**src/core/fbe_pkg.sv**
```systemverilog
// constants for the flash bank, erase and program control block
package fbe_pkg;
  localparam logic [7:0] FBE_SFR_ERASE = 8'h94;
  localparam logic [7:0] FBE_SFR_CTRL = 8'hB2;
  localparam logic [7:0] FBE_SFR_BANK = 8'hB6;
  localparam logic [7:0] FBE_SFR_PGADR = 8'hB7;
  localparam logic [15:0] FBE_XADR_FUSE = 16'h20FD;
  localparam int FBE_PWE_BIT = 0;
  localparam int FBE_MEEN_BIT = 1;
  localparam int FBE_FOVR_BIT = 4;
  localparam int FBE_PGADR_LSB = 2;
  localparam int FBE_PGADR_MSB = 7;
  localparam logic [7:0] FBE_CMD_PAGE = 8'h55;
  localparam logic [7:0] FBE_CMD_MASS = 8'hAA;
  localparam logic [7:0] FBE_CMD_DONE = 8'h00;
  localparam logic [2:0] FBE_BANK_RST = 3'h1;
  localparam logic [5:0] FBE_PGADR_RST = 6'h00;
  localparam int FBE_FUSE_W = 8;
  localparam int FBE_BANK_W = 3;
  localparam int FBE_FADR_W = 18;
  localparam int FBE_WIN_BIT = 15;
  typedef enum logic [1:0] {
    FBE_IDLE = 2'b00,
    FBE_PAGE = 2'b01,
    FBE_MASS = 2'b10
  } fbe_state_t;
endpackage

```
**src/core/fbe_addr_map.sv**
```systemverilog
// maps processor code addresses onto flash banks
`timescale 1ns/100ps
module fbe_addr_map
  import fbe_pkg::*;
(
  input wire logic [15:0] cpu_addr_i,
  input wire logic [2:0] bank_i,
  output logic [17:0] flash_addr_o
);
  always_comb begin
    if (cpu_addr_i[FBE_WIN_BIT]) begin
      flash_addr_o = {bank_i, cpu_addr_i[14:0]};
    end else begin
      flash_addr_o = {3'h0, cpu_addr_i[14:0]};
    end
  end
endmodule

```
**src/core/fbe_ctl.sv**
```systemverilog
// flash bank select, erase sequencer and byte program control
//
// Contract
// - address bit 15 set maps flash to bank select above address bits 14..0
// - bank select resets to one and returns to one on every erase
// - writing 0x55 to erase command starts a page erase after address write
// - writing 0xAA starts mass erase only if enable set and debug port on
// - any erase command value other than 0x55, 0xAA or 0x00 does nothing
// - erase cycle completes only when software writes 0x00
// - write-only mass erase enable permits mass erase, rewritten per cycle
// - six-bit page address with bank select picks page 0 to 127
// - program enable set routes data pointer stores of accumulator into flash
// - program enable writes ignored while interrupts globally enabled
// - fuse override set makes written values replace fuse contents
`timescale 1ns/100ps
module fbe_ctl
  import fbe_pkg::*;
(
  input wire logic ref_clk_i,
  input wire logic rstn_i,
  input wire logic sfr_we_i,
  input wire logic [7:0] sfr_addr_i,
  input wire logic [7:0] sfr_wdata_i,
  output logic [7:0] sfr_rdata_o,
  input wire logic x_we_i,
  input wire logic [15:0] x_addr_i,
  input wire logic [7:0] x_wdata_i,
  output logic [7:0] x_rdata_o,
  input wire logic int_en_i,
  input wire logic debug_en_i,
  input wire logic [7:0] fuse_i,
  output logic [7:0] fuse_o,
  input wire logic [15:0] code_addr_i,
  output logic [17:0] code_flash_addr_o,
  output logic [17:0] prog_addr_o,
  output logic [7:0] prog_data_o,
  output logic prog_we_o,
  output logic ram_we_o,
  output logic page_erase_o,
  output logic mass_erase_o,
  output logic [6:0] erase_page_o
);
  logic rst_s1_q, rst_n_q;
  always_ff @(posedge ref_clk_i or negedge rstn_i) begin
    if (!rstn_i) begin
      rst_s1_q <= 1'b0;
      rst_n_q <= 1'b0;
    end else begin
      rst_s1_q <= 1'b1;
      rst_n_q <= rst_s1_q;
    end
  end

  logic [2:0] bank_q;
  logic [5:0] pgadr_q;
  logic pgadr_vld_q, meen_q, pwe_q, fovr_q;
  logic [7:0] fuse_ovr_q;
  fbe_state_t state_q, state_d;
  logic [17:0] prog_addr_q;
  logic [7:0] prog_data_q;
  logic prog_we_q, ram_we_q;
  logic [17:0] x_flash_addr;
  logic [6:0] epage_q;

  logic wr_erase, wr_ctrl, wr_bank, wr_pgadr, wr_fuse;
  logic start_page, start_mass, done_wr;
  assign wr_erase = sfr_we_i && sfr_addr_i == FBE_SFR_ERASE;
  assign wr_ctrl = sfr_we_i && sfr_addr_i == FBE_SFR_CTRL;
  assign wr_bank = sfr_we_i && sfr_addr_i == FBE_SFR_BANK;
  assign wr_pgadr = sfr_we_i && sfr_addr_i == FBE_SFR_PGADR;
  // override store only in data space
  assign wr_fuse = x_we_i && !pwe_q && x_addr_i == FBE_XADR_FUSE;
  assign start_page = wr_erase && sfr_wdata_i == FBE_CMD_PAGE && pgadr_vld_q
                      && state_q == FBE_IDLE;
  assign start_mass = wr_erase && sfr_wdata_i == FBE_CMD_MASS && meen_q && debug_en_i
                      && state_q == FBE_IDLE;
  assign done_wr = wr_erase && sfr_wdata_i == FBE_CMD_DONE;

  always_comb begin
    state_d = state_q;
    case (state_q)
      FBE_IDLE: begin
        if (start_page) begin
          state_d = FBE_PAGE;
        end else if (start_mass) begin
          state_d = FBE_MASS;
        end
      end
      FBE_PAGE, FBE_MASS: begin
        if (done_wr) begin
          state_d = FBE_IDLE;
        end
      end
      default: state_d = FBE_IDLE;
    endcase
  end

  always_ff @(posedge ref_clk_i or negedge rst_n_q) begin
    if (!rst_n_q) begin
      state_q <= FBE_IDLE;
    end else begin
      state_q <= state_d;
    end
  end

  always_ff @(posedge ref_clk_i or negedge rst_n_q) begin
    if (!rst_n_q) begin
      bank_q <= FBE_BANK_RST;
    end else if (start_page || start_mass) begin
      bank_q <= FBE_BANK_RST;
    end else if (wr_bank) begin
      bank_q <= sfr_wdata_i[FBE_BANK_W-1:0];
    end
  end

  always_ff @(posedge ref_clk_i or negedge rst_n_q) begin
    if (!rst_n_q) begin
      pgadr_q <= FBE_PGADR_RST;
      pgadr_vld_q <= 1'b0;
    end else if (wr_pgadr) begin
      pgadr_q <= sfr_wdata_i[FBE_PGADR_MSB:FBE_PGADR_LSB];
      pgadr_vld_q <= 1'b1;
    end else if (start_page) begin
      pgadr_vld_q <= 1'b0;
    end
  end

  always_ff @(posedge ref_clk_i or negedge rst_n_q) begin
    if (!rst_n_q) begin
      meen_q <= 1'b0;
    end else if (wr_ctrl) begin
      meen_q <= sfr_wdata_i[FBE_MEEN_BIT];
    end else if (start_page || start_mass) begin
      meen_q <= 1'b0;
    end
  end

  always_ff @(posedge ref_clk_i or negedge rst_n_q) begin
    if (!rst_n_q) begin
      pwe_q <= 1'b0;
    end else if (wr_ctrl && !int_en_i) begin
      pwe_q <= sfr_wdata_i[FBE_PWE_BIT];
    end
  end

  // store routing to flash or ram
  always_ff @(posedge ref_clk_i or negedge rst_n_q) begin
    if (!rst_n_q) begin
      prog_we_q <= 1'b0;
      ram_we_q <= 1'b0;
      prog_addr_q <= '0;
      prog_data_q <= '0;
    end else begin
      prog_we_q <= x_we_i && pwe_q;
      ram_we_q <= x_we_i && !pwe_q;
      if (x_we_i) begin
        prog_addr_q <= x_flash_addr;
        prog_data_q <= x_wdata_i;
      end
    end
  end

  always_ff @(posedge ref_clk_i or negedge rst_n_q) begin
    if (!rst_n_q) begin
      fovr_q <= 1'b0;
      fuse_ovr_q <= '0;
    end else begin
      if (wr_fuse) begin
        fovr_q <= x_wdata_i[FBE_FOVR_BIT];
      end
      if (wr_fuse) begin
        fuse_ovr_q <= x_wdata_i;
      end
    end
  end
  assign fuse_o = fovr_q ? fuse_ovr_q : fuse_i;

  always_comb begin
    case (sfr_addr_i)
      FBE_SFR_CTRL: sfr_rdata_o = {7'h00, pwe_q};
      FBE_SFR_BANK: sfr_rdata_o = {5'h00, bank_q};
      default: sfr_rdata_o = 8'h00;
    endcase
  end
  assign x_rdata_o = (x_addr_i == FBE_XADR_FUSE) ? {3'h0, fovr_q, 4'h0} : 8'h00;

  fbe_addr_map u_map (
    .cpu_addr_i(code_addr_i),
    .bank_i(bank_q),
    .flash_addr_o(code_flash_addr_o)
  );

  // store address through same bank window
  fbe_addr_map u_prog_map (
    .cpu_addr_i(x_addr_i),
    .bank_i(bank_q),
    .flash_addr_o(x_flash_addr)
  );

  assign prog_addr_o = prog_addr_q;
  assign prog_data_o = prog_data_q;
  assign prog_we_o = prog_we_q;
  assign ram_we_o = ram_we_q;
  assign page_erase_o = state_q == FBE_PAGE;
  assign mass_erase_o = state_q == FBE_MASS;
  always_ff @(posedge ref_clk_i or negedge rst_n_q) begin
    if (!rst_n_q) begin
      epage_q <= '0;
    end else if (start_page) begin
      epage_q <= {bank_q[0], pgadr_q};
    end
  end
  assign erase_page_o = epage_q;

  property p_page_start;
    @(posedge ref_clk_i) disable iff (!rst_n_q)
      start_page |=> page_erase_o && bank_q == FBE_BANK_RST
                     && erase_page_o == {$past(bank_q[0]), $past(pgadr_q)};
  endproperty
  a_page_start: assert property (p_page_start) else $error("page erase not started");
  property p_mass_gate;
    @(posedge ref_clk_i) disable iff (!rst_n_q)
      $rose(mass_erase_o) |-> $past(meen_q) && $past(debug_en_i);
  endproperty
  a_mass_gate: assert property (p_mass_gate) else $error("mass erase ungated");
  property p_bank_rst;
    @(posedge ref_clk_i) disable iff (!rst_n_q)
      (start_page || start_mass) |=> bank_q == FBE_BANK_RST;
  endproperty
  a_bank_rst: assert property (p_bank_rst) else $error("bank not reset");
  property p_hold;
    @(posedge ref_clk_i) disable iff (!rst_n_q)
      (state_q != FBE_IDLE && !done_wr) |=> state_q == $past(state_q);
  endproperty
  a_hold: assert property (p_hold) else $error("erase ended early");
  property p_done;
    @(posedge ref_clk_i) disable iff (!rst_n_q)
      done_wr |=> state_q == FBE_IDLE;
  endproperty
  a_done: assert property (p_done) else $error("erase not ended");
  property p_other;
    @(posedge ref_clk_i) disable iff (!rst_n_q)
      (state_q == FBE_IDLE && !start_page && !start_mass) |=> state_q == FBE_IDLE;
  endproperty
  a_other: assert property (p_other) else $error("spurious erase");
  property p_meen_once;
    @(posedge ref_clk_i) disable iff (!rst_n_q)
      start_mass |=> !meen_q;
  endproperty
  a_meen_once: assert property (p_meen_once) else $error("enable kept");
  property p_pwe_lock;
    @(posedge ref_clk_i) disable iff (!rst_n_q)
      int_en_i |=> $stable(pwe_q);
  endproperty
  a_pwe_lock: assert property (p_pwe_lock) else $error("enable changed");
  property p_prog;
    @(posedge ref_clk_i) disable iff (!rst_n_q)
      (x_we_i && pwe_q) |=> prog_we_o && !ram_we_o && prog_data_o == $past(x_wdata_i);
  endproperty
  a_prog: assert property (p_prog) else $error("flash store lost");
  property p_map;
    @(posedge ref_clk_i) disable iff (!rst_n_q)
      code_addr_i[FBE_WIN_BIT] |-> code_flash_addr_o[17:15] == bank_q;
  endproperty
  a_map: assert property (p_map) else $error("bank map wrong");
  property p_fuse;
    @(posedge ref_clk_i) disable iff (!rst_n_q)
      fovr_q |-> fuse_o == fuse_ovr_q;
  endproperty
  a_fuse: assert property (p_fuse) else $error("fuse not overridden");

  c_page: cover property (@(posedge ref_clk_i) disable iff (!rst_n_q) start_page ##[1:20] done_wr);
  c_mass: cover property (@(posedge ref_clk_i) disable iff (!rst_n_q) start_mass);
  c_prog: cover property (@(posedge ref_clk_i) disable iff (!rst_n_q) prog_we_o);
endmodule

```
**config.mk**
```make
export PLATFORM = sky130hd
export DESIGN_NAME = fbe_ctl
export DESIGN_NICKNAME = d
export VERILOG_FILES = /design/src/core/fbe_pkg.sv /design/src/core/fbe_addr_map.sv /design/src/core/fbe_ctl.sv
export SDC_FILE = /design/constraint.sdc
export NUM_CORES = 1
export LEC_CHECK = 0
export ABC_AREA = 1
export BUFFER_PORTS_ARGS = -buffer_cell sky130_fd_sc_hd__buf_4
export CORE_MARGIN = 1.5
export CORE_UTILIZATION = 30
export CTS_CLUSTER_DIAMETER = 40
export CTS_CLUSTER_SIZE = 8
export DETAILED_ROUTE_END_ITERATION = 7
export SLEW_MARGIN = 20
export SYNTH_ARGS = -nofsm -noshare
export SYNTH_HDL_FRONTEND = slang
export SYNTH_HIERARCHICAL = 1
export SYNTH_SLANG_ARGS = --single-unit
```
**constraint.sdc**
```tcl
create_clock -name ref_clk_i -period 2.5 [get_ports ref_clk_i]
set_input_delay 0.125 -clock ref_clk_i [delete_from_list [all_inputs] [get_ports ref_clk_i]]
set_output_delay 0.125 -clock ref_clk_i [all_outputs]
set_load 0.02 [all_outputs]
```
==> results by stage, run 1 <==
Status:
- The run finished with clean final reports.

Worst setup path:
- The kind of end point of the critical path is an output pin.
- The kind of start point of the critical path is a primary input.
- The category of the critical setup timing path is in -> out.
- The required time of the worst setup path is roughly 2400 ps.
- The critical register-to-register path endpoint is state_q[0]$_DFFE_PN0P_.
- The start of the worst register-to-register path is state_q[1]$_DFFE_PN0P_.
- The worst endpoint data arrival time is ~1600 ps.
- Of all nets on the critical path, the largest fanout is 2.
- The critical path startpoint is x_addr_i[11].
- Counting cells, the worst reg-to-reg path comes to 11.
- In this run the register-to-register setup slack is 960 ps.

Floorplanning:
- For this configuration, the core starts out at a cell density of 0.308.
- The core region area is between 10000 and 15000 µm².
- For this design the top-level I/O count stands at ~150.
- The die covers approximately 11000 µm².
- The horizontal die dimension is 105 µm.
- The height of the die is approximately 110 µm.
- Row generation in the floorplan step produced 37 rows.

Min path:
- The tightest min-delay check is of the in -> reg type.
- The hold path endpoint is prog_addr_o[4]$_DFFE_PN0P_.
- The launch point of the worst hold path is x_addr_i[4].
- The worst hold path passes through 3 cells.

Clock tree:
- After clock tree synthesis, the clock-pin slew on the worst setup and hold paths is roughly 60 ps.
- The number of clock buffers inserted by TritonCTS is 9.
- The clock tree from TritonCTS is built.
- The clock root buffer is sky130_fd_sc_hd__clkbuf_8.
- The tree built by TritonCTS fans out to roughly 60 sinks.
- The clock tree buffer depth is 2.
- The count of H-tree levels built during CTS is 3.
- The latest clock arrival within the worst-skew pair is about 320 ps.
- After clock tree synthesis, the setup repair step added 0 buffers.

Power:
- The switching power summed over all nets is 0.575 mW.
- The sequential power share is 0.457.
- The share of total power dissipated in combinational logic is 0.153.
- Of the total power, the share spent switching nets is 0.255.
- Internal power comes to around 1.7 mW.
- The reported leakage power is approximately 2.3 nW.
- The worst-case IR drop observed on VDD is roughly 0.18 mV.
- Of the total power, the clock network draws 0.390.
- The power density normalized to cell area is between 500 and 600 nW/µm².

STA:
- The final-report hold violation count is 0.
- The worst path needs roughly 1700 ps of the cycle, external delays included.
- Setup violations remaining at the end of the flow were counted as 0.
- Summed over all failing endpoints, the final setup total negative slack is 0 ps.
- The number of slew-limit violations in the final report is 0.
- Setup repair after global routing left no endpoint under its margin.
- The measured slew at the worst slew-check pin is 729 ps.
- For the final database, setup skew stands at between 7 and 8 ps.
- For this run, the top clock speed supported by timing is ~600 MHz.
- Dividing the final minimum period by the clock period gives 0.668.
- The worst-case headroom to the max-slew limit is 0.514.

Logic synthesis:
- Synthesis produced approximately 410 cells.
- The leading cell type by number of instances after synthesis is sky130_fd_sc_hd__nand2_1.
- The top flip-flop cell by instance count after synthesis is sky130_fd_sc_hd__dfrtp_1.
- Synthesis instantiated 30 different standard cells from the library.
- Counting flops with an async set or reset pin after synthesis yields a share of 1.00.
- Sorting the synthesized cells by how often they occur yields sky130_fd_sc_hd__nand2_1, sky130_fd_sc_hd__dfrtp_1, sky130_fd_sc_hd__buf_4.
- After synthesis, the cell types taking the most area are sky130_fd_sc_hd__dfrtp_1, sky130_fd_sc_hd__nand2_1, sky130_fd_sc_hd__buf_4.
- The cell type with the highest aggregate area in the netlist is sky130_fd_sc_hd__dfrtp_1.
- The share of the Yosys chip area taken by registers is 0.469.
- The number of warnings issued by yosys is 6.
- The post-synthesis average cell area is between 7 and 8 µm².
- The synthesized flop and latch total is 59.
- Of the post-synthesis cell area, the dominant cell type holds 0.461.
- The number of synthesized flops with an enable pin is 0.
- The cell area that synthesis handed to floorplanning was approximately 3100 µm².

GRT:
- The total congestion overflow is 0.
- The initial antenna violation count is 0.
- The number of global-route vias before repair was roughly 2500.
- Entering global routing, the biggest net connects 58 pins.
- The global-route wire length before repair is between 10 and 15 mm.
- For this run, the total global-route usage over all layers was measured as 0.140.

Layout:
- The post-layout net count is 578.
- At the end of the flow the core is filled with cells to 0.404.
- The signed area change from the synthesized netlist to the final layout is 31.4%.
- The number of antenna repair diodes is 0.
- The fraction of layout cells with a size suffix above 1 is 0.291.

Drt:
- The average wire per cell in the routed design is between 10 and 15 µm.
- The average via count per standard cell is ~4.2.
- The first detailed-routing pass took 4 iterations.
- The post-detailed-routing wire length is 7.63 mm.
- Once detail routing completed, the nets flagged for antenna violations numbered 0.
- Detailed routing inserted a total of between 2000 and 3000 vias.
- In the routed design, unresolved DRC markers number 0.
- After the first detailed-routing iteration, the DRC count stood at between 100 and 150.

Place:
- The final HPWL from detailed placement is 5.60 mm.
- At the end of routability-driven placement, the weighted congestion stood at approximately 0.86.
- The quantity of I/O buffers inserted on ports is between 100 and 150.

Flow run:
- Max-cap violations in this run came to 0.
[cell usage in the layout (no fill, tap or decap), types with 2 or more instances in the layout]
cell / instances
sky130_fd_sc_hd__nand2_1: 176
sky130_fd_sc_hd__buf_4: 107
sky130_fd_sc_hd__dfrtp_1: 57
sky130_fd_sc_hd__nor2_1: 34
sky130_fd_sc_hd__inv_1: 33
sky130_fd_sc_hd__nand3_1: 14
sky130_fd_sc_hd__conb_1: 13
sky130_fd_sc_hd__dlygate4sd3_1: 13
sky130_fd_sc_hd__clkbuf_8: 12
sky130_fd_sc_hd__nor2_2: 5
sky130_fd_sc_hd__nand4_1: 5
sky130_fd_sc_hd__o21ai_2: 5
sky130_fd_sc_hd__nand3_2: 4
sky130_fd_sc_hd__inv_2: 3
sky130_fd_sc_hd__nand2_2: 3
sky130_fd_sc_hd__o21ai_1: 3
sky130_fd_sc_hd__ha_1: 3
sky130_fd_sc_hd__o21ai_0: 2
sky130_fd_sc_hd__a21oi_2: 2
sky130_fd_sc_hd__a21oi_1: 2
[kinds of logic (layout without fill, tap and decap cells)]
group,Yosys count,in the layout,share of synthesized area
other cells,2,13,0.00239
buf+inv,87,171,0.158
simple gates,247,247,0.326
fa+ha+maj,3,3,0.0119
flops,59,59,0.469
compound gates,15,15,0.0326
[flip-flops by register name, summed over array words and instances, names as in the netlist]
register      flops
prog_addr_o      18
fuse_ovr_q        8
prog_data_o       8
erase_page_o      7
pgadr_q           6
bank_q            3
state_q           2
meen_q            1
pgadr_vld_q       1
prog_we_o         1
pwe_q             1
ram_we_o          1
rst_n_q           1
rst_s1_q          1
[area by class of cell]
type                       instances  area (µm²)
multi-input combinational        278        1210
tap                              136         170
timing repair buffer             120         933
sequential                        59        1480
clock inverter                     2        35.0
clock buffer                      12         165
inverter                          37         139
fill                            1057        6090
[power by group through the flow]
stage / clock [mW] / combinational (mW) / sequential [mW]
floorplan: 0 / 0.169 / 1.10
global placement: 0 / 0.330 / 1.05
detailed placement: 0 / 0.331 / 1.05
CTS: 0.914 / 0.349 / 1.03
global route: 0.952 / 0.380 / 1.04
finish: 0.880 / 0.346 / 1.03
[worst max-delay path: stages]
cell                            delay [ps]
sky130_fd_sc_hd__dlygate4sd3_1         540
sky130_fd_sc_hd__buf_4                 140
sky130_fd_sc_hd__nor2_1                140
sky130_fd_sc_hd__nand2_1               100
sky130_fd_sc_hd__nor2_1                180
sky130_fd_sc_hd__nand2_1                70
sky130_fd_sc_hd__nor2_1                 80
sky130_fd_sc_hd__buf_4                 150
[per-stage QoR]
stage | cell area (µm²) | hold WS (ps) | setup slack (ps) | std cells | total power, mW
floorplan | 3190 | -171 | 737 | 424 | 1.27
global placement | 3810 | -91.4 | 1010 | 617 | 1.38
global route | 4140 | 1.88 | 671 | 644 | 2.37
CTS | 4140 | 0.557 | 821 | 644 | 2.29
detailed placement | 3810 | -90.5 | 977 | 617 | 1.38
finish | 4140 | 22.5 | 830 | 644 | 2.26
[metal layers]
metal | GRT usage | up-vias | wire (µm)
li1 | - | 1386 | -
met3 | 0.0408 | 9 | 580
met2 | 0.223 | 102 | 3380
met1 | 0.182 | 1219 | 3590
met5 | 0 | - | 0
met4 | 0.0470 | 0 | 71
[timing repair]
action / 4_1_cts / 5_1_grt
hold buffers: 13 / 0
gates resized for setup: 0 / 0
endpoints found under the hold margin: 16 / 0
[worst max-delay path by stage]
stage | endpoint | slack (ps)
2_1_floorplan | bank_q[1]$_DFFE_PN0P_ | 740
3_3_place_gp | fuse_ovr_q[4]$_DFFE_PN0P_ | 1010
3_5_place_dp | state_q[0]$_DFFE_PN0P_ | 980
4_1_cts | x_rdata_o[4] | 820
5_1_grt | x_rdata_o[4] | 670
6_report | x_rdata_o[4] | 830
Note: power is estimated with default switching activity, not from simulation.
==> run 2: changes to the inputs <==
- clock period: 2.5 -> 1.7 ns (I/O delays scaled with it)
==> results by stage, run 2 (synthesized netlist as in run 1, its figures left out) <==
STA:
- The final-report hold violation count is 0 (unchanged).
- The highest clock frequency the design can meet is between 600 and 700 MHz.
- The setup-violating endpoint count in the final report came to 0 (unchanged).
- The post-route minimum period is between 1500 and 2000 ps.
- The final worst-path setup slack is 129 ps (was 830 ps).
- The final period utilization is 0.924.
- The setup TNS was 0 ps (unchanged).
- The tightest hold margin is 14.5 ps (was 22.5 ps).
- Unrepaired setup endpoints after global routing: no (unchanged).
- The post-route clock skew was 7.96 ps (was 7.19 ps).
- The number of slew-limit violations in the final report is 0 (unchanged).

GRT:
- The global routing usage summed across all routing layers is 0.149 (was 0.140).
- The maximum number of pins on one net before global-route repair is 58 (unchanged).
- The global-route wire length before repair is 13.0 mm (was 12.3 mm).
- The total congestion overflow is 0 (unchanged).
- The initial antenna violation count is 0 (unchanged).
- The number of global-route vias before repair was 2669 (was 2536).

Power:
- The total design power is 3.34 mW (was 2.26 mW).
- The worst ir drop on vdd is 0.265 mV (was 0.184 mV).
- The power density normalized to cell area was 778 nW/µm² (was 546 nW/µm²).
- The reported leakage power came to 2.38 nW (was 2.32 nW).

Worst setup path:
- The kind of start point of the critical path is a register (was primary input).
- The highest fanout seen on the critical path is 6 (was 2).
- Cell chain of the critical path: inv_1 > ha_1 > inv_1 > nor2_1 > nand2_1 > nor2_1 > nand2_2 > nand3_2 > nand2_2 > nand2_1 > nand2_1 (was dlygate4sd3_1 > buf_4 > nor2_1 > nand2_1 > nor2_1 > nand2_1 > nor2_1 > buf_4).
- The required time of the worst setup path is 1920 ps (was 2380 ps).
- The delay of the slowest critical-path stage was 400 ps (was 540 ps).
- The largest delay contributor family on the critical path was simple AND/OR/NAND/NOR gates (was buffers and inverters).
- The most repeated library cell on the critical path is sky130_fd_sc_hd__nand2_1 (was sky130_fd_sc_hd__nor2_1).
- The kind of end point of the critical path is a register (was output pin).
- The category of the critical setup timing path is reg -> reg (was in -> out).
- The count of buffer and inverter cells on the critical path is 2 (was 3).
- The highest-delay cell along the critical path was sky130_fd_sc_hd__dfrtp_1 (was sky130_fd_sc_hd__dlygate4sd3_1).
- The worst endpoint data arrival time is 1790 ps (was 1550 ps).

Clock tree:
- The CTS sink count was 59 (unchanged).
- The post-CTS setup-driven buffer insertion count is 0 (unchanged).
- The latest clock arrival within the worst-skew pair is 330 ps (was 320 ps).
- The number of clock buffers inserted by TritonCTS is 9 (unchanged).
- The clock tree from TritonCTS is built (unchanged).
- The clock tree buffer depth is 2 (unchanged).
- The clock transition at the registers of the reported paths is 60 ps (about the same).
- The clock root buffer is sky130_fd_sc_hd__clkbuf_8 (unchanged).
- The count of H-tree levels built during CTS is 3 (unchanged).

Layout:
- The final cell area excluding filler cells came to 4290 µm² (was 4140 µm²).
- Commonest cells after routing, fill and taps aside: sky130_fd_sc_hd__nand2_1, sky130_fd_sc_hd__buf_4, sky130_fd_sc_hd__dfrtp_1 (unchanged).
- The final non-filler cell total is 659 (was 644).
- The flip-flop and latch area was 1480 µm² (unchanged).
- The signed area change from the synthesized netlist to the final layout was 36.2% (was 31.4%).
- The commonest non-fill, non-tap cell in the layout is sky130_fd_sc_hd__nand2_1 (unchanged).
- The number of flip-flops in the largest register came to 18 (unchanged).
- The number of fillers in the final layout is 1025 (was 1057).
- The post-layout net count was 592 (was 578).
- The utilization after layout was 0.419 (was 0.404).
- The number of antenna repair diodes is 0 (unchanged).
- The fraction of layout cells with a size suffix above 1 was 0.293 (was 0.291).
- The area of the multi-input gates came to 1220 µm² (was 1210 µm²).

Drt:
- The number of search-and-repair iterations in the first detailed-routing pass is 4 (unchanged).
- The average wire per cell in the routed design is 12.3 µm (was 11.8 µm).
- The vias after detailed routing is 2813 (was 2716).
- The number of remaining DRC errors is 0 (unchanged).
- The residual antenna-violating net count after detailed routing is 0 (unchanged).
- The average via count per standard cell is 4.27 (was 4.22).
- The post-detailed-routing wire length is 8.09 mm (was 7.63 mm).
- The first-iteration detailed-routing DRC count is 111 (was 110).

Min path:
- The worst min-delay path category is in -> reg (unchanged).

Floorplanning:
- The initial cell density of the core is 0.308 (unchanged).
- The height of the die was 105 µm (unchanged).
- The die area is 11100 µm² (unchanged).
- The core region area was 10200 µm² (unchanged).
- The horizontal die dimension came to 105 µm (unchanged).
- The count of boundary I/O pins is 149 (unchanged).
- The count of standard-cell rows is 37 (unchanged).

Flow run:
- The max-cap violation count is 0 (unchanged).

Place:
- The final RePlAce weighted congestion is 0.845 (was 0.864).
- The post-place setup slack is 175 ps (was 977 ps).
- The quantity of I/O buffers inserted on ports is 106 (unchanged).
- The instance area after placement is 3840 µm² (was 3810 µm²).
- The final HPWL from detailed placement is 5.71 mm (was 5.60 mm).
- The placed cell count is 620 (was 617).

Status:
- Result of the run: completed (unchanged).
==> run 2: path summary, 6_finish.rpt <==
| check | start | end | slack (ps) | cells past startpoint |
|---|---|---|---|---|
| worst max register to register | state_q[0]$_DFFE_PN0P_ | state_q[0]$_DFFE_PN0P_ | 130 | 11 |
| worst min-delay path | x_we_i | ram_we_o$_DFF_PN0_ | 10 | 3 |
| worst min register to register | rst_n_q$_DFF_PN0_ | prog_data_o[0]$_DFFE_PN0P_ | 260 | 1 |
| worst max-delay path | state_q[0]$_DFFE_PN0P_ | state_q[0]$_DFFE_PN0P_ | 130 | 11 |
| max in group asynchronous | rst_n_q$_DFF_PN0_ | bank_q[0]$_DFFE_PN1P_ | 1150 | 1 |
| min in group asynchronous | rstn_i | rst_n_q$_DFF_PN0_ | 70 | 2 |
==> run 2: final cells by class <==
| type | count | share of cell area |
|---|---|---|
| clock buffer | 13 | 0.0371 |
| clock inverter | 2 | 0.00817 |
| inverter | 37 | 0.0333 |
| multi-input combinational | 278 | 0.285 |
| sequential | 59 | 0.345 |
| tap | 136 | 0.0397 |
| timing repair buffer | 134 | 0.252 |
==> run 2: routing by layer <==
| metal | GRT usage | routed length, µm |
|---|---|---|
| met4 | 0.0607 | 157 |
| met3 | 0.0439 | 628 |
| met2 | 0.230 | 3620 |
| met5 | 0 | 0 |
| met1 | 0.195 | 3680 |
==> run 2: power breakdown <==
part           leakage [nW]  internal [mW]  switching, mW
sequential            0.748           1.48         0.0411
clock                0.0995          0.748          0.527
combinational          1.53          0.244          0.300
==> run 2: what timing repair did <==
item                                   CTS  global route
gates resized for setup                  0             3
setup endpoints to repair                0             4
endpoints found under the hold margin   32             0
hold buffers                            24             0
==> run 2: worst min-delay path: cells and delay by family <==
kind          cells  cell delay [ps]
buf+inv           2              170
simple gates      1               50
==> run 3: changes to the inputs <==
- BUFFER_PORTS_ARGS: -buffer_cell sky130_fd_sc_hd__buf_4 -> -buffer_cell sky130_fd_sc_hd__buf_2
- MAX_ROUTING_LAYER: default -> met4
==> results by stage, run 3 (synthesized netlist as in run 1, its figures left out) <==
Status:
- Result of the run: completed (unchanged).

Worst setup path:
- The worst reg-to-reg setup slack is 150 ps (was 130 ps).
- The kind of start point of the critical path is a primary input (was register).
- The start of the worst register-to-register path is state_q[0]$_DFFE_PN0P_ (unchanged).
- The required time of the worst setup path is 1620 ps (was 1920 ps).
- The highest fanout seen on the critical path was 2 (was 6).
- The category of the critical setup timing path is in -> out (was reg -> reg).
- The kind of end point of the critical path is an output pin (was register).
- The critical register-to-register path endpoint is state_q[0]$_DFFE_PN0P_ (unchanged).
- The worst endpoint data arrival time came to 1540 ps (was 1790 ps).
- The number of cells on the worst reg-to-reg path is 11 (unchanged).

Layout:
- The utilization after layout is 0.392 (was 0.419).
- The number of fillers in the final layout is 1090 (was 1025).
- Commonest cells after routing, fill and taps aside: sky130_fd_sc_hd__nand2_1, sky130_fd_sc_hd__buf_2, sky130_fd_sc_hd__dfrtp_1 (was sky130_fd_sc_hd__nand2_1, sky130_fd_sc_hd__buf_4, sky130_fd_sc_hd__dfrtp_1).
- The number of antenna repair diodes was 0 (unchanged).
- The final cell area excluding filler cells came to 4010 µm² (was 4290 µm²).
- The signed area change from the synthesized netlist to the final layout is 27.3% (was 36.2%).
- The fraction of layout cells with a size suffix above 1 was 0.294 (was 0.293).
- The post-layout net count is 593 (was 592).
- The flip-flop and latch area is 1480 µm² (unchanged).
- The number of flip-flops in the largest register was 18 (unchanged).
- The commonest non-fill, non-tap cell in the layout is sky130_fd_sc_hd__nand2_1 (unchanged).
- The final non-filler cell total came to 659 (unchanged).
- The area of the multi-input gates is 1220 µm² (unchanged).

Clock tree:
- The count of H-tree levels built during CTS is 3 (unchanged).
- The clock root buffer is sky130_fd_sc_hd__clkbuf_8 (unchanged).
- The post-CTS setup-driven buffer insertion count is 0 (unchanged).
- The CTS sink count is 59 (unchanged).
- The number of clock buffers inserted by TritonCTS is 9 (unchanged).
- The clock transition at the registers of the reported paths is 60 ps (about the same).
- The latest clock arrival within the worst-skew pair is 330 ps (about the same).
- The clock tree from TritonCTS was built (unchanged).
- The clock tree buffer depth came to 2 (unchanged).

Floorplanning:
- The count of boundary I/O pins is 149 (unchanged).
- The height of the die was 105 µm (unchanged).
- The initial cell density of the core came to 0.308 (unchanged).
- The die area is 11100 µm² (unchanged).
- The horizontal die dimension is 105 µm (unchanged).
- The core region area is 10200 µm² (unchanged).
- The count of standard-cell rows is 37 (unchanged).

Power:
- The worst ir drop on vdd is 0.374 mV (was 0.265 mV).
- The reported leakage power came to 2.31 nW (was 2.38 nW).
- The power density normalized to cell area is 772 nW/µm² (was 778 nW/µm²).
- The total design power was 3.09 mW (was 3.34 mW).

Place:
- The final RePlAce weighted congestion is 0.827 (was 0.845).
- The quantity of I/O buffers inserted on ports is 106 (unchanged).
- The placed cell count is 620 (unchanged).
- The instance area after placement was 3580 µm² (was 3840 µm²).
- The final HPWL from detailed placement is 5.62 mm (was 5.71 mm).

Min path:
- The launch point of the worst hold path is sfr_wdata_i[4] (was x_we_i).
- The worst hold path depth is 3 (unchanged).
- The hold path endpoint is pgadr_q[2]$_DFFE_PN0P_ (was ram_we_o$_DFF_PN0_).
- The worst min-delay path category was in -> reg (unchanged).

GRT:
- The global-route wire length before repair is 13.2 mm (was 13.0 mm).
- The maximum number of pins on one net before global-route repair is 58 (unchanged).
- The initial antenna violation count is 0 (unchanged).
- The number of global-route vias before repair was 2868 (was 2669).
- The global routing usage summed across all routing layers is 0.154 (was 0.149).
- The total congestion overflow came to 0 (unchanged).

Drt:
- The vias after detailed routing was 2856 (was 2813).
- The number of remaining DRC errors came to 0 (unchanged).
- The average via count per standard cell is 4.33 (was 4.27).
- The residual antenna-violating net count after detailed routing is 0 (unchanged).
- The first-iteration detailed-routing DRC count came to 175 (was 111).
- The number of search-and-repair iterations in the first detailed-routing pass is 4 (unchanged).
- The average wire per cell in the routed design is 11.9 µm (was 12.3 µm).
- The post-detailed-routing wire length is 7.86 mm (was 8.09 mm).

STA:
- The highest clock frequency the design can meet is 616 MHz (was 636 MHz).
- The post-route clock skew is 5.55 ps (was 7.96 ps).
- The number of slew-limit violations in the final report is 0 (unchanged).
- The final period utilization came to 0.956 (was 0.924).
- The setup-violating endpoint count in the final report came to 0 (unchanged).
- The final-report hold violation count is 0 (unchanged).
- The post-route minimum period is 1620 ps (was 1570 ps).
- The tightest hold margin is 51.1 ps (was 14.5 ps).

Flow run:
- The max-cap violation count is 0 (unchanged).
-- run 3: timing repair --
item                                   CTS  global route
setup endpoints to repair                0             5
endpoints found under the hold margin   34             0
gates resized for setup                  0             4
hold buffers                            25             0
-- run 3: how the worst max path moves through the flow --
stage	slack (ps)	to	cells after the start	startpoint
after floorplan	310	state_q[1]$_DFFE_PN0P_	11	state_q[0]$_DFFE_PN0P_
after global placement	220	state_q[1]$_DFFE_PN0P_	11	state_q[0]$_DFFE_PN0P_
after detailed placement	160	erase_page_o[5]$_DFFE_PN0P_	6	state_q[0]$_DFFE_PN0P_
after CTS	90	x_rdata_o[4]	8	x_addr_i[11]
after global routing	-2	state_q[0]$_DFFE_PN0P_	11	state_q[1]$_DFFE_PN0P_
final	80	x_rdata_o[4]	8	x_addr_i[11]
-- run 3: critical path, stage by stage --
cell,delay [ps]
sky130_fd_sc_hd__dlygate4sd3_1,530
sky130_fd_sc_hd__buf_2,120
sky130_fd_sc_hd__nor2_1,190
sky130_fd_sc_hd__nand2_1,120
sky130_fd_sc_hd__nor2_2,150
sky130_fd_sc_hd__nand2_1,60
sky130_fd_sc_hd__nor2_1,130
sky130_fd_sc_hd__buf_4,170
-- run 3: cell type report --
type | count | area share
Tap cell | 136 | 0.0425
Clock inverter | 3 | 0.00375
Timing Repair Buffer | 135 | 0.206
Inverter | 37 | 0.0356
Multi-Input combinational cell | 278 | 0.305
Clock buffer | 11 | 0.0378
Sequential cell | 59 | 0.369
-- run 3: through the flow --
| stage | TNS, ps | setup slack, ps |
|---|---|---|
| 2_1_floorplan | 0 | 308 |
| 3_3_place_gp | 0 | 219 |
| 3_5_place_dp | 0 | 157 |
| 4_1_cts | 0 | 87.1 |
| 5_1_grt | -2.02 | -2.02 |
| 6_report | 0 | 75.4 |
-- run 3: per-layer routing --
metal	global-route usage	vias up	share of wire
li1	-	1410	-
met3	0.0365	6	0.078
met4	0.0568	0	0.011
met5	-	-	0
met1	0.188	1316	0.45
met2	0.249	124	0.46
-- run 3: report_power, final --
part,switching (mW),total [mW],internal [mW]
sequential,0.0385,1.51,1.48
combinational,0.297,0.477,0.179
clock,0.519,1.10,0.584
